## src/include/coe_pkg.sv

```systemverilog
/*
 Constants, field layouts and reset values for the clock output enable bytes
 and their two-wire serial access path.
 Assumes a single 100 MHz core clock and an asynchronous active-high reset.
*/
// Operation
// - Disabled clock output held low, not toggling
// - Bus byte bit 7 reads inverted strap
// - Bus byte bits 6,4:0 enable, reset one
// - Memory byte bits 7:0 enable, reset one
// - Reserved byte resets to bits 2,1 set
// - Write: command, count, then bytes ascending
// - Read: count first, then bytes ascending
// - All bytes take defaults at reset
`default_nettype none
package coe_pkg;

   // ----------------------------------------
   // Register offsets (byte index in a block transfer)
   // ----------------------------------------
   localparam logic [3:0] COE_OFS_BUS_EN = 4'h2;
   localparam logic [3:0] COE_OFS_MEM_EN = 4'h4;
   localparam logic [3:0] COE_OFS_RSVD = 4'h6;

   // ----------------------------------------
   // Field positions and reset values
   // ----------------------------------------
   localparam int COE_BIT_STRAP = 7;
   localparam int COE_BIT_FREE = 6;
   localparam int COE_BIT_BUS_RSVD = 5;
   localparam logic [4:0] COE_BUS_EN_RST = 5'h1F;
   localparam logic COE_FREE_EN_RST = 1'h1;
   localparam logic COE_BUS_RSVD_VAL = 1'h1;
   localparam logic [7:0] COE_MEM_EN_RST = 8'hFF;
   localparam logic [7:0] COE_RSVD_RST = 8'h06;

   // ----------------------------------------
   // Serial access constants
   // ----------------------------------------
   localparam logic [7:0] COE_ADDR_WR = 8'hD2;
   localparam logic [7:0] COE_ADDR_RD = 8'hD3;
   localparam logic [7:0] COE_BLOCK_COUNT = 8'h07;
   localparam logic [3:0] COE_HDR_BYTES = 4'h2;
   localparam logic [3:0] COE_BITS_PER_BYTE = 4'h8;
   localparam logic [1:0] COE_STRAP_SETTLE = 2'h3;

   typedef enum logic [2:0] {
      COE_ST_IDLE = 3'b000,
      COE_ST_RX = 3'b001,
      COE_ST_RX_ACK = 3'b010,
      COE_ST_TX = 3'b011,
      COE_ST_TX_ACK = 3'b100,
      COE_ST_TX_NEXT = 3'b101
   } coe_state_t;

   typedef struct packed {
      logic free_en;
      logic [4:0] bus_en;
   } coe_bus_en_t;

endpackage
`default_nettype wire

```

## src/logic/coe_clock_gate.sv

```systemverilog
/*
 Glitch-free gate for a group of outputs driven from one source clock.
 Assumes the source clock is asynchronous to clock_in and much slower.
*/
`timescale 1ns/100ps
`default_nettype none
module coe_clock_gate #(
   parameter int WIDTH = 8
) (
   input wire logic clock_in,               // Core clock
   input wire logic rst_in,                 // Async reset, high
   input wire logic src_clk_in,             // Source clock pin
   input wire logic [WIDTH-1:0] enable_in,  // Requested enables
   output logic [WIDTH-1:0] clk_out         // Gated outputs
);
   logic [2:0] sync_q;
   logic [2:0] sync_d;
   logic src_q;
   logic src_d;
   logic [WIDTH-1:0] en_act_q;
   logic [WIDTH-1:0] en_act_d;
   logic [WIDTH-1:0] out_q;
   logic [WIDTH-1:0] out_d;

   always_comb begin
      sync_d = {sync_q[1:0], src_clk_in};
      src_d = (sync_q[1] == sync_q[2]) ? sync_q[2] : src_q;
      en_act_d = src_q ? en_act_q : enable_in;
      out_d = src_q ? en_act_q : '0;
   end

   always_ff @(posedge clock_in or posedge rst_in) begin
      if (rst_in) begin
         // Parked high and closed: no runt pulse after reset
         sync_q <= 3'h7;
         src_q <= 1'h1;
         en_act_q <= '0;
         out_q <= '0;
      end else begin
         sync_q <= sync_d;
         src_q <= src_d;
         en_act_q <= en_act_d;
         out_q <= out_d;
      end
   end

   assign clk_out = out_q;
endmodule // coe_clock_gate
`default_nettype wire

```

## src/logic/coe_clock_enable.sv

```systemverilog
/*
 Bus-clock, memory-clock and reserved control bytes with a two-wire serial
 slave for block writes and block reads, plus output gating.
 Assumes serial pins and source clocks are asynchronous; open-drain data is
 resolved outside from sda_oe_out.
*/
`timescale 1ns/100ps
`default_nettype none
module coe_clock_enable
   import coe_pkg::*;
(
   input wire logic clock_in,                    // Core clock 100 MHz
   input wire logic rst_in,                      // Async reset, high
   input wire logic scl_in,                      // Serial clock pin
   input wire logic sda_in,                      // Serial data pin level
   output logic sda_out,                         // Serial data drive value
   output logic sda_oe_out,                      // High pulls data low
   input wire logic freq_strap0_in,              // Lowest frequency strap
   input wire logic bus_src_clk_in,              // Bus clock source
   input wire logic mem_src_clk_in,              // Memory clock source
   output logic [4:0] bus_clock_out,             // Gated bus clocks
   output logic free_running_bus_clock_out,      // Gated free-running bus clock
   output logic [7:0] mem_clock_out              // Gated memory clocks
);
   // ----------------------------------------
   // State
   // ----------------------------------------
   logic [2:0] scl_sync_q, scl_sync_d, sda_sync_q, sda_sync_d, strap_sync_q, strap_sync_d;
   logic scl_f_q, scl_f_d, sda_f_q, sda_f_d, scl_p_q, scl_p_d, sda_p_q, sda_p_d;
   logic [1:0] settle_q, settle_d;
   logic strap_done_q, strap_done_d, strap_q, strap_d;
   coe_state_t st_q, st_d;
   logic [7:0] sh_q, sh_d;
   logic [3:0] bitcnt_q, bitcnt_d, bytenum_q, bytenum_d, txptr_q, txptr_d;
   logic addr_ph_q, addr_ph_d, is_rd_q, is_rd_d, oe_q, oe_d;
   coe_bus_en_t bus_q, bus_d;
   logic [7:0] mem_q, mem_d, rsvd_q, rsvd_d;
   logic scl_rise, scl_fall, start_det, stop_det;
   logic [3:0] wr_idx;
   logic [5:0] bus_gate;

   function automatic logic [7:0] read_byte(input logic [3:0] idx, input coe_bus_en_t b,
                                           input logic [7:0] m, input logic [7:0] r, input logic s);
      case (idx)
         COE_OFS_BUS_EN: read_byte = {~s, b.free_en, COE_BUS_RSVD_VAL, b.bus_en};
         COE_OFS_MEM_EN: read_byte = m;
         COE_OFS_RSVD: read_byte = r;
         default: read_byte = 8'h00;
      endcase
   endfunction

   // ----------------------------------------
   // Pin filtering and strap capture
   // ----------------------------------------
   always_comb begin
      scl_sync_d = {scl_sync_q[1:0], scl_in};
      sda_sync_d = {sda_sync_q[1:0], sda_in};
      strap_sync_d = {strap_sync_q[1:0], freq_strap0_in};
      scl_f_d = (scl_sync_q[1] == scl_sync_q[2]) ? scl_sync_q[2] : scl_f_q;
      sda_f_d = (sda_sync_q[1] == sda_sync_q[2]) ? sda_sync_q[2] : sda_f_q;
      scl_p_d = scl_f_q;
      sda_p_d = sda_f_q;
      settle_d = (settle_q == COE_STRAP_SETTLE) ? settle_q : settle_q + 2'h1;
      strap_done_d = strap_done_q;
      strap_d = strap_q;
      if (!strap_done_q && settle_q == COE_STRAP_SETTLE && strap_sync_q[1] == strap_sync_q[2]) begin
         strap_d = strap_sync_q[2];
         strap_done_d = 1'b1;
      end
   end

   always_ff @(posedge clock_in or posedge rst_in) begin
      if (rst_in) begin
         scl_sync_q <= 3'h7;
         sda_sync_q <= 3'h7;
         strap_sync_q <= 3'h0;
         scl_f_q <= 1'h1;
         sda_f_q <= 1'h1;
         scl_p_q <= 1'h1;
         sda_p_q <= 1'h1;
         settle_q <= 2'h0;
         strap_done_q <= 1'h0;
         strap_q <= 1'h0;
      end else begin
         scl_sync_q <= scl_sync_d;
         sda_sync_q <= sda_sync_d;
         strap_sync_q <= strap_sync_d;
         scl_f_q <= scl_f_d;
         sda_f_q <= sda_f_d;
         scl_p_q <= scl_p_d;
         sda_p_q <= sda_p_d;
         settle_q <= settle_d;
         strap_done_q <= strap_done_d;
         strap_q <= strap_d;
      end
   end

   assign scl_rise = scl_f_q & ~scl_p_q;
   assign scl_fall = ~scl_f_q & scl_p_q;
   assign start_det = scl_f_q & scl_p_q & sda_p_q & ~sda_f_q;
   assign stop_det = scl_f_q & scl_p_q & ~sda_p_q & sda_f_q;
   assign wr_idx = bytenum_q - COE_HDR_BYTES;

   // ----------------------------------------
   // Serial slave and control bytes
   // ----------------------------------------
   always_comb begin
      st_d = st_q;
      sh_d = sh_q;
      bitcnt_d = bitcnt_q;
      bytenum_d = bytenum_q;
      txptr_d = txptr_q;
      addr_ph_d = addr_ph_q;
      is_rd_d = is_rd_q;
      oe_d = oe_q;
      bus_d = bus_q;
      mem_d = mem_q;
      rsvd_d = rsvd_q;
      if (start_det) begin
         st_d = COE_ST_RX;
         addr_ph_d = 1'b1;
         bitcnt_d = 4'h0;
         bytenum_d = 4'h0;
         oe_d = 1'b0;
      end else if (stop_det) begin
         st_d = COE_ST_IDLE;
         oe_d = 1'b0;
      end else begin
         unique case (st_q)
            COE_ST_IDLE: begin
               oe_d = 1'b0;
            end
            COE_ST_RX: begin
               if (scl_rise && bitcnt_q < COE_BITS_PER_BYTE) begin
                  sh_d = {sh_q[6:0], sda_f_q};
                  bitcnt_d = bitcnt_q + 4'h1;
               end else if (scl_fall && bitcnt_q == COE_BITS_PER_BYTE) begin
                  bitcnt_d = 4'h0;
                  if (addr_ph_q) begin
                     if (sh_q == COE_ADDR_WR || sh_q == COE_ADDR_RD) begin
                        is_rd_d = sh_q[0];
                        oe_d = 1'b1;
                        st_d = COE_ST_RX_ACK;
                     end else begin
                        st_d = COE_ST_IDLE;
                     end
                  end else begin
                     oe_d = 1'b1;
                     st_d = COE_ST_RX_ACK;
                     if (bytenum_q != 4'hF) begin
                        bytenum_d = bytenum_q + 4'h1;
                     end
                     if (bytenum_q >= COE_HDR_BYTES) begin
                        if (wr_idx == COE_OFS_BUS_EN) begin
                           bus_d.free_en = sh_q[COE_BIT_FREE];
                           bus_d.bus_en = sh_q[4:0];
                        end
                        if (wr_idx == COE_OFS_MEM_EN) begin
                           mem_d = sh_q;
                        end
                        if (wr_idx == COE_OFS_RSVD) begin
                           rsvd_d = sh_q;
                        end
                     end
                  end
               end
            end
            COE_ST_RX_ACK: begin
               if (scl_fall) begin
                  oe_d = 1'b0;
                  st_d = COE_ST_RX;
                  if (addr_ph_q && is_rd_q) begin
                     oe_d = ~COE_BLOCK_COUNT[7];
                     sh_d = {COE_BLOCK_COUNT[6:0], 1'b0};
                     bitcnt_d = 4'h1;
                     txptr_d = 4'h0;
                     st_d = COE_ST_TX;
                  end
                  addr_ph_d = 1'b0;
               end
            end
            COE_ST_TX: begin
               if (scl_fall) begin
                  if (bitcnt_q == COE_BITS_PER_BYTE) begin
                     oe_d = 1'b0;
                     st_d = COE_ST_TX_ACK;
                  end else begin
                     oe_d = ~sh_q[7];
                     sh_d = {sh_q[6:0], 1'b0};
                     bitcnt_d = bitcnt_q + 4'h1;
                  end
               end
            end
            COE_ST_TX_ACK: begin
               if (scl_rise) begin
                  st_d = sda_f_q ? COE_ST_IDLE : COE_ST_TX_NEXT;
               end
            end
            COE_ST_TX_NEXT: begin
               if (scl_fall) begin
                  sh_d = read_byte(txptr_q, bus_q, mem_q, rsvd_q, strap_q);
                  oe_d = ~sh_d[7];
                  sh_d = {sh_d[6:0], 1'b0};
                  bitcnt_d = 4'h1;
                  if (txptr_q != 4'hF) begin
                     txptr_d = txptr_q + 4'h1;
                  end
                  st_d = COE_ST_TX;
               end
            end
            default: begin
               st_d = COE_ST_IDLE;
               oe_d = 1'b0;
            end
         endcase
      end
   end

   always_ff @(posedge clock_in or posedge rst_in) begin
      if (rst_in) begin
         st_q <= COE_ST_IDLE;
         sh_q <= 8'h00;
         bitcnt_q <= 4'h0;
         bytenum_q <= 4'h0;
         txptr_q <= 4'h0;
         addr_ph_q <= 1'h0;
         is_rd_q <= 1'h0;
         oe_q <= 1'h0;
         bus_q <= '{free_en: COE_FREE_EN_RST, bus_en: COE_BUS_EN_RST};
         mem_q <= COE_MEM_EN_RST;
         rsvd_q <= COE_RSVD_RST;
      end else begin
         st_q <= st_d;
         sh_q <= sh_d;
         bitcnt_q <= bitcnt_d;
         bytenum_q <= bytenum_d;
         txptr_q <= txptr_d;
         addr_ph_q <= addr_ph_d;
         is_rd_q <= is_rd_d;
         oe_q <= oe_d;
         bus_q <= bus_d;
         mem_q <= mem_d;
         rsvd_q <= rsvd_d;
      end
   end

   assign sda_oe_out = oe_q;
   assign sda_out = 1'b0;

   // ----------------------------------------
   // Output gating
   // ----------------------------------------
   coe_clock_gate #(.WIDTH(6)) u_bus_gate (
      .clock_in(clock_in),
      .rst_in(rst_in),
      .src_clk_in(bus_src_clk_in),
      .enable_in({bus_q.free_en, bus_q.bus_en}),
      .clk_out(bus_gate)
   );

   coe_clock_gate #(.WIDTH(8)) u_mem_gate (
      .clock_in(clock_in),
      .rst_in(rst_in),
      .src_clk_in(mem_src_clk_in),
      .enable_in(mem_q),
      .clk_out(mem_clock_out)
   );

   assign bus_clock_out = bus_gate[4:0];
   assign free_running_bus_clock_out = bus_gate[5];
endmodule // coe_clock_enable
`default_nettype wire

```

## config.mk

```make
export PLATFORM = sky130hd
export DESIGN_NAME = coe_clock_enable
export DESIGN_NICKNAME = d
export VERILOG_FILES = /design/src/include/coe_pkg.sv /design/src/logic/coe_clock_gate.sv /design/src/logic/coe_clock_enable.sv
export SDC_FILE = /design/constraint.sdc
export NUM_CORES = 1
export LEC_CHECK = 0
export ABC_AREA = 1
export BUFFER_PORTS_ARGS = -buffer_cell sky130_fd_sc_hd__buf_2
export CAP_MARGIN = 20
export CORE_MARGIN = 5
export CORE_UTILIZATION = 63
export CTS_BUF_LIST = sky130_fd_sc_hd__clkbuf_8
export CTS_CLUSTER_DIAMETER = 100
export DETAILED_ROUTE_END_ITERATION = 6
export PLACE_DENSITY_LB_ADDON = 0.3
export REMOVE_ABC_BUFFERS = 1
export SYNTH_ARGS = -nofsm -noshare
export SYNTH_HDL_FRONTEND = slang
export SYNTH_SLANG_ARGS = --single-unit
```

## constraint.sdc

```tcl
create_clock -name clock_in -period 3.6 [get_ports clock_in]
set_input_delay 0.54 -clock clock_in [delete_from_list [all_inputs] [get_ports clock_in]]
set_output_delay 0.54 -clock clock_in [all_outputs]
set_load 0.01 [all_outputs]
```

==> impl_results.md, run 1 <==
* Site row count at 32
* Wirelength, routed at 9.36 mm
* Total number of vias at 3618
* Drt pass-1 iters at 5
* Yosys top cell by area: dfrtp_1
* Synthesized instance count at approximately 540
* WP data arrival at around 2.5 ns
* Die X at 97.5 um
* Ports at 23
* Grt ovf at 0
* Htree depth at 3
* Fin crit share at 0.629
* Antenna Diode Count at 0
* Main synth FF type: dfrtp_1
* Area grow syn2layout at 7.47%
* EDFF count, synth at 0
* Die area at between 9000 and 10000 sq um
* Placed cell area at 5000 sq um
* CTS resizes at 0
* Synthesized area per cell at between 8 and 9 sq um
* Post-route setup TNS at 0 ns
* Core footprint at 7610 sq um
* Post-Synth Simple-Gate Area at 0.270
* Peak VDD IR at around 0.3 mV
* CTS Buf Count at 9
* Root Buffer: clkbuf_8
* Clock Latency Late Sink at between 0.3 and 0.4 ns
* GPL Wtd Cong at about 0.9
* Synth top cells by count: nand2_1, inv_1, dfrtp_1, dfstp_2, nand3_1
* Part of the Yosys area used for sequential elements at 0.533
* Worst-margin pin slew at between 0.6 and 0.7 ns
* Multiplexer share of the synthesized area at 0.00233
* Synth top area share at 0.348
* Compound-Gate Fraction of Synth Area at 0.0719
* Postcts setup bufs at 0
* Initial antenna violation count at 0
* RSZ-0062 raised after global routing: false
* Synth async-reset ratio at 1.00
* Gr usage total at 0.212
* Fmax at ~440 MHz
* Hold Vio Cnt, Final at 0
* Final ANT Viol Nets at 0
* Top-count cell post-synth: nand2_1
* Initial Utilization at 0.634
* Reg2Reg Depth at 7
* Synthesized cell area at roughly 4800 sq um
* Post-CTS Hold Fix Bufs at 0
* Buffers on Ports at 21
* DRC at 0
* Largest net degree at the start of global routing at just under 60
* Status: finished clean
* Post-synthesis xor/xnor area fraction at 0.0127
* Final count of negative-setup-slack endpoints at 0
* CTS sink cnt at a little over 100
* Synth unique cells at 34
* Vias in the first global route at 3501
* Clock tree buffer depth at 2
* Top cells by area, synth: dfrtp_1, dfstp_2, nand2_1
* Clock Skew at around 0.014 ns
* Largest family of logic cells by synthesized area: simple AND/OR/NAND/NOR gates
* Startpoint types: register
* First-pass GRT wire length at around 16 mm
* Register bit total from synthesis at between 100 and 150
* Final Non-Filler Cells at around 670
* Yosys warnings at 0
* Pleak at 2.60 nW
* Clock-pin slew on the worst setup and hold paths at ~0.10 ns
* Final Cell Area at just over 5000 sq um
* Power per Cell Area at ~560 nW/um^2
* Worst EP required at 3.85 ns
* Placed cell count at 653
* Nets at 580
* Vias/cell at around 5.4
* DR WL/cell at approximately 14 um
* Kind of critical path: reg -> reg
* Slew margin rel. at 0.537
* Adder-cell area share of the yosys netlist at 0.0368
* HP Class: in -> async
* Max Cap Violations at 0
* Die height at just under 100 um
* DRT iter0 DRCs at between 200 and 250
* Crit path max fanout at 16
* Max Slew Vio Count at 0
* Share of cells above drive strength 1 at 0.217
* Crit path time final at between 2 and 2.5 ns
* CP endpoint kind: register
* CTS tree: built
* Dpl hpwl at 6.98 mm
[worst max-delay path: stages (launching register included)]
cell	delay [ns]
dfstp_2	0.60
inv_1	0.07
nand4_2	0.24
nand2_2	0.17
nor3_4	0.51
nand3_4	0.34
nand2_1	0.16
o21ai_2	0.06
[cells in the final DEF (no fill, tap or decap), types with 10 or more instances in the layout]
master	count
buf_2	21
dfrtp_1	67
dfstp_2	34
ha_1	11
inv_1	68
nand2_1	159
nand2_2	10
nand3_1	33
nand4_1	19
nor2_1	23
o21ai_0	32
o21ai_1	13
o21ai_2	10
[stage by stage]
| step | hold slack, ns | power (mW) | setup WS, ns | util |
|---|---|---|---|---|
| 2_1_floorplan | 0.331 | 2.04 | 0.469 | - |
| 3_3_place_gp | 0.334 | 2.22 | 1.47 | 0.657 |
| 3_5_place_dp | 0.335 | 2.24 | 1.36 | 0.657 |
| 4_1_cts | 0.250 | 2.92 | 1.34 | 0.681 |
| 5_1_grt | 0.241 | 3.11 | 1.16 | 0.681 |
| 6_report | 0.257 | 2.91 | 1.34 | 0.681 |
[state kept, by name (all words and copies together) (netlist names), 4 cells and up]
| name | cells |
|---|---|
| mem_q | 8 |
| rsvd_q | 8 |
| sh_q | 8 |
| u_mem_gate.clk_out | 8 |
| u_mem_gate.en_act_q | 8 |
| bus_q | 6 |
| u_bus_gate.clk_out | 6 |
| u_bus_gate.en_act_q | 6 |
| bitcnt_q | 4 |
| bytenum_q | 4 |
| txptr_q | 4 |
[layout make-up]
class,count,area (sq um)
Tap cell,102,128
Clock buffer,9,124
Sequential cell,101,2570
Fill cell,590,2420
Clock inverter,7,60.1
Multi-Input combinational cell,353,1900
Inverter,74,280
Timing Repair Buffer,23,120
[worst paths after layout]
kind / startpoint / to / slack [ns]
setup / recovery: sda_f_q / rsvd_q[7] / 1.34
hold / removal: rst_in / strap_done_q / 0.26
setup reg to reg: sda_f_q / rsvd_q[7] / 1.34
hold reg to reg: strap_sync_q[0] / strap_sync_q[1] / 0.35
max in group asynchronous: rst_in / u_mem_gate.sync_q[0] / 2.53
min in group clock_in: scl_in / scl_sync_q[0] / 0.26
[where the power goes]
part	leakage [nW]	switching, mW	total (mW)	internal (mW)
combinational	1.25	0.579	0.842	0.263
clock	0.0951	0.416	0.679	0.264
sequential	1.25	0.142	1.39	1.25
[layer usage]
metal,wire length [um],vias to the layer above,track usage
li1,-,1755,-
met1,4000,1744,0.273
met2,4720,100,0.357
met3,451,19,0.0424
met4,182,0,0.0735
met5,0,-,0
[cell families (layout without fill, tap and decap cells)]
kind of cell | count (synthesis) | count (layout)
buffers and inverters | 85 | 113
adder cells (fa/ha/maj) | 15 | 15
flip-flops | 101 | 101
XOR/XNOR | 7 | 7
multiplexers | 1 | 1
AND/OR/NAND/NOR | 271 | 271
other | 1 | 1
AO/OA/AOI/OAI | 58 | 58
No activity file was read; power rests on OpenSTA's default activity.
==> inputs of run 2 (changes only) <==
==> constraint.sdc (replaced) <==
create_clock -name clock_in -period 2.2 [get_ports clock_in]
set_input_delay 0.33 -clock clock_in [delete_from_list [all_inputs] [get_ports clock_in]]
set_output_delay 0.33 -clock clock_in [all_outputs]
set_load 0.01 [all_outputs]
==> impl_results.md, run 2 (synthesis results as in run 1) <==
* Status: finished clean
* Total number of vias at between 3k and 4k
* Hold_ws at between 0.015 and 0.02 ns
* Worst path max stage delay at 0.43 ns
* Power per Cell Area at around 900 nW/um^2
* Share of cells above drive strength 1 at 0.225
* Most frequent cells in the layout: nand2_1, inv_1, dfrtp_1
* DR WL/cell at approximately 14 um
* CTS Buf Count at 9
* Critical path's slowest cell: dfrtp_1
* Reg2reg setup slack at 0.29 ns
* Die height at around 100 um
* HP Class: in -> async
* DRC at 0
* Max Cap Violations at 0
* Crit path depth at 11
* Clock Skew at between 0.01 and 0.015 ns
* First-pass GRT wire length at between 15 and 20 mm
* CTS tree: built
* Worst-path cell chain: inv_1, ha_1, nand2_1, nor2_1, nand2_2, a31oi_4, buf_4, nand2_1, nor2_2, nand2_1, nand2_1
* Max Slew Vio Count at 0
* Commonest non-fill, non-tap cell in the layout: nand2_1
* Placed cell count at between 600 and 700
* CP endpoint kind: register
* Worst EP required at 2.51 ns
* Ports at 23
* Final Non-Filler Cells at 676
* Final count of negative-setup-slack endpoints at 0
* Die area at around 9500 sq um
* RSZ-0062 raised after global routing: false
* Htree depth at 3
* CTS resizes at 0
* Vias in the first global route at 3624
* Nets at about 600
* Pleak at 2.64 nW
* Crit path time final at approximately 1.9 ns
* WP data arrival at approximately 2.2 ns
* Drt pass-1 iters at 4
* Crit path max fanout at 11
* Fillers at between 500 and 600
* Initial antenna violation count at 0
* Grt ovf at 0
* Die X at just under 100 um
* Reg2reg start: bitcnt_q[0]
* Vias/cell at 5.33
* Root Buffer: clkbuf_8
* Gr usage total at 0.214
* Clock tree buffer depth at 2
* Final Cell Area at 5240 sq um
* Worst-margin pin slew at 0.553 ns
* Final Worst Setup Slack at 0.294 ns
* Post-CTS Hold Fix Bufs at 0
* R2r endpoint: bus_q[3]
* Delay-heaviest family, CP: simple AND/OR/NAND/NOR gates
* CTS sink cnt at around 100
* Most used cell, CP: nand2_1
* Hold Vio Cnt, Final at 0
* Wirelength, routed at roughly 9.4 mm
* Site row count at 32
* Postcts setup bufs at 0
* Core Util, Final at 0.689
* Fmax at approximately 520 MHz
* Clock Latency Late Sink at between 0.3 and 0.4 ns
* Dpl hpwl at 7.01 mm
* Worst slack, placed at about 0.33 ns
* Buffers on Ports at 21
* Clock-pin slew on the worst setup and hold paths at 0.10 ns
* DRT iter0 DRCs at 161
* Startpoint types: register
* Area grow syn2layout at 8.61%
* Antenna Diode Count at 0
* Reg2Reg Depth at 11
* Core footprint at roughly 7600 sq um
* Kind of critical path: reg -> reg
* CP bufs+invs at 2
* Largest net degree at the start of global routing at between 40 and 50
* Slew margin rel. at 0.631
* Fin crit share at 0.866
* Placed cell area at approximately 5000 sq um
* Peak VDD IR at 0.600 mV
* Initial Utilization at 0.634
* Final ANT Viol Nets at 0
* GPL Wtd Cong at just over 0.9
[run 2: changes by cell type in the layout (fill, tap and decap cells not counted), sizes merged]
| cell | before | now |
|---|---|---|
| clkinvlp | 1 | 0 |
| inv | 78 | 79 |
| buf | 23 | 30 |
[run 2: where the power goes]
part,total [mW],switching (mW),internal [mW]
logic,1.40,0.948,0.450
registers,2.27,0.234,2.04
clock network,1.07,0.645,0.420
total,4.74,1.83,2.91
[run 2: worst max-delay path by stage]
stage,start,to
after floorplan,rst_in,addr_ph_q
after global placement,bitcnt_q[0],bus_q[3]
after detailed placement,bitcnt_q[0],bus_q[3]
after CTS,bitcnt_q[0],bus_q[3]
after global routing,bitcnt_q[0],bus_q[1]
final,bitcnt_q[0],bus_q[3]
[run 2: cell type report]
cell class              count  area (sq um)  area share
clock buffers               9           124      0.0236
clock inverters             7          50.0     0.00955
inverters                  74           280      0.0535
multi-input cells         353          1900       0.363
flip-flops and latches    101          2570       0.491
well taps                 102           128      0.0244
repair buffers             30           185      0.0353
[run 2: per-layer routing]
metal	global-route usage	up-vias	part of all wire
met5	0	-	0
met4	0.0777	0	0.024
met3	0.0517	17	0.049
met2	0.363	92	0.50
met1	0.268	1722	0.43
li1	-	1771	-
[run 2: stage by stage]
step / power [mW] / setup TNS [ns]
6_report: 4.74 / 0
5_1_grt: 5.08 / 0
4_1_cts: 4.76 / 0
3_5_place_dp: 3.70 / 0
3_3_place_gp: 3.64 / 0
2_1_floorplan: 3.34 / -49.84
==> inputs of run 3 (changes only) <==
--- a/config.mk
+++ b/config.mk
@@ -9,8 +9,7 @@
 export BUFFER_PORTS_ARGS = -buffer_cell sky130_fd_sc_hd__buf_2
 export CAP_MARGIN = 20
 export CORE_MARGIN = 5
-export CORE_UTILIZATION = 63
-export CTS_BUF_LIST = sky130_fd_sc_hd__clkbuf_8
+export CORE_UTILIZATION = 61
 export CTS_CLUSTER_DIAMETER = 100
 export DETAILED_ROUTE_END_ITERATION = 6
 export PLACE_DENSITY_LB_ADDON = 0.3
==> impl_results.md, run 3 (synthesis results as in run 1) <==
* Status: finished clean
* Wirelength, routed at 9.36 mm
* Final Non-Filler Cells at about 680
* Crit path max fanout at 11
* Clock Skew at 0.0123 ns
* Total number of vias at roughly 3.6k
* DRC at 0
* Initial antenna violation count at 0
* Startpoint types: register
* Final ANT Viol Nets at 0
* Post-CTS Hold Fix Bufs at 0
* RSZ-0062 raised after global routing: false
* Core footprint at 7730 sq um
* Worst EP required at 2.47 ns
* Kind of critical path: reg -> reg
* Postcts setup bufs at 0
* CTS resizes at 0
* CTS Buf Count at 9
* Die area at slightly below 10000 sq um
* CTS sink cnt at between 100 and 150
* Pleak at between 2 and 3 nW
* First-pass GRT wire length at approximately 17 mm
* Gr usage total at 0.208
* Root Buffer: clkbuf_8
* Most frequent cells in the layout: nand2_1, inv_1, dfrtp_1
* GPL Wtd Cong at ~0.89
* Crit path time final at around 1.9 ns
* Vias/cell at about 5.3
* Most used cell, CP: nand2_1
* Largest net degree at the start of global routing at 51
* Grt ovf at 0
* Initial Utilization at 0.624
* Area grow syn2layout at 8.98%
* Final Worst Setup Slack at approximately 0.3 ns
* Worst slack, placed at approximately 0.36 ns
* Commonest non-fill, non-tap cell in the layout: nand2_1
* Vias in the first global route at approximately 3.7k
* HP Class: in -> async
* Peak VDD IR at roughly 0.76 mV
* Placed cell count at 660
* Dpl hpwl at a little under 7 mm
* Ports at 23
* Fmax at around 530 MHz
* Site row count at 32
* Clock tree buffer depth at 2
* Htree depth at 3
* CTS tree: built
* Die X at approximately 100 um
* Buffers on Ports at 21
* CP endpoint kind: register
* Antenna Diode Count at 0
* Drt pass-1 iters at 5
* Fin crit share at 0.860
* Clock Latency Late Sink at 0.38 ns
* Max Slew Vio Count at 0
* Die height at around 99 um
* Worst-margin pin slew at about 0.6 ns
* Power per Cell Area at 917 nW/um^2
* DRT iter0 DRCs at about 240
* Worst-path cell chain: inv_2, nand2_2, nand2_1, nand2_1, nand3_1, nand2_1, nand2_2, nand2_1, nand2_1
* Final count of negative-setup-slack endpoints at 0
* Max Cap Violations at 0
* Clock-pin slew on the worst setup and hold paths at ~0.10 ns
* Slew margin rel. at 0.593
* WP data arrival at 2.16 ns
* Share of cells above drive strength 1 at 0.228
* DR WL/cell at 13.8 um
* Hold Vio Cnt, Final at 0
* Post-route setup TNS at 0 ns
* Nets at about 590
* Critical path's slowest cell: dfrtp_1
* Worst path max stage delay at between 0.5 and 0.6 ns
* Core Util, Final at 0.680
run 3: changes by cell type in the layout (fill, tap and decap cells not counted), sizes merged:
cell,before,now
clkinvlp,0,2
inv,79,77
run 3: worst paths after layout:
check	startpoint	cells after the start	end	slack [ns]
worst max-delay path	st_q[1]	9	bitcnt_q[3]	0.31
worst min-delay path	rst_in	2	settle_q[1]	0.03
worst max register to register	st_q[1]	9	bitcnt_q[3]	0.31
worst min register to register	strap_sync_q[0]	0	strap_sync_q[1]	0.36
max in group asynchronous	rst_in	3	sda_p_q	1.50
min in group clock_in	scl_in	1	scl_sync_q[0]	0.04
run 3: report_power, final:
group | internal, mW | switching, mW | total, mW
combinational | 0.451 | 0.956 | 1.41
clock | 0.438 | 0.696 | 1.13
sequential | 2.04 | 0.236 | 2.28
run 3: area by class of cell:
type / instances / area (sq um)
clock buffer: 9 / 124
clock inverter: 7 / 67.6
fill: 617 / 2470
inverter: 74 / 280
multi-input combinational: 353 / 1900
sequential: 101 / 2570
tap: 102 / 128
timing repair buffer: 30 / 185
run 3: through the flow:
| step | hold WS, ns | area [sq um] | power (mW) |
|---|---|---|---|
| 2_1_floorplan | 0.331 | 4750 | 3.34 |
| 5_1_grt | 0.0126 | 5260 | 5.17 |
| 3_3_place_gp | 0.334 | 5060 | 3.64 |
| 4_1_cts | 0.0274 | 5260 | 4.83 |
| 3_5_place_dp | 0.337 | 5060 | 3.70 |
| 6_report | 0.0282 | 5260 | 4.82 |
run 3: routing by layer:
layer | vias up | GRT usage | part of all wire
met1 | 1739 | 0.267 | 0.43
met2 | 88 | 0.350 | 0.51
met3 | 13 | 0.0510 | 0.046
li1 | 1770 | - | -
met5 | - | 0 | 0
met4 | 0 | 0.0620 | 0.013
run 3: worst max-delay path, delay by kind of cell, from the launching register on:
kind,cells,cell delay (ns)
buffers and inverters,1,0.10
DFF,1,0.52
and+or+nand+nor,8,1.17
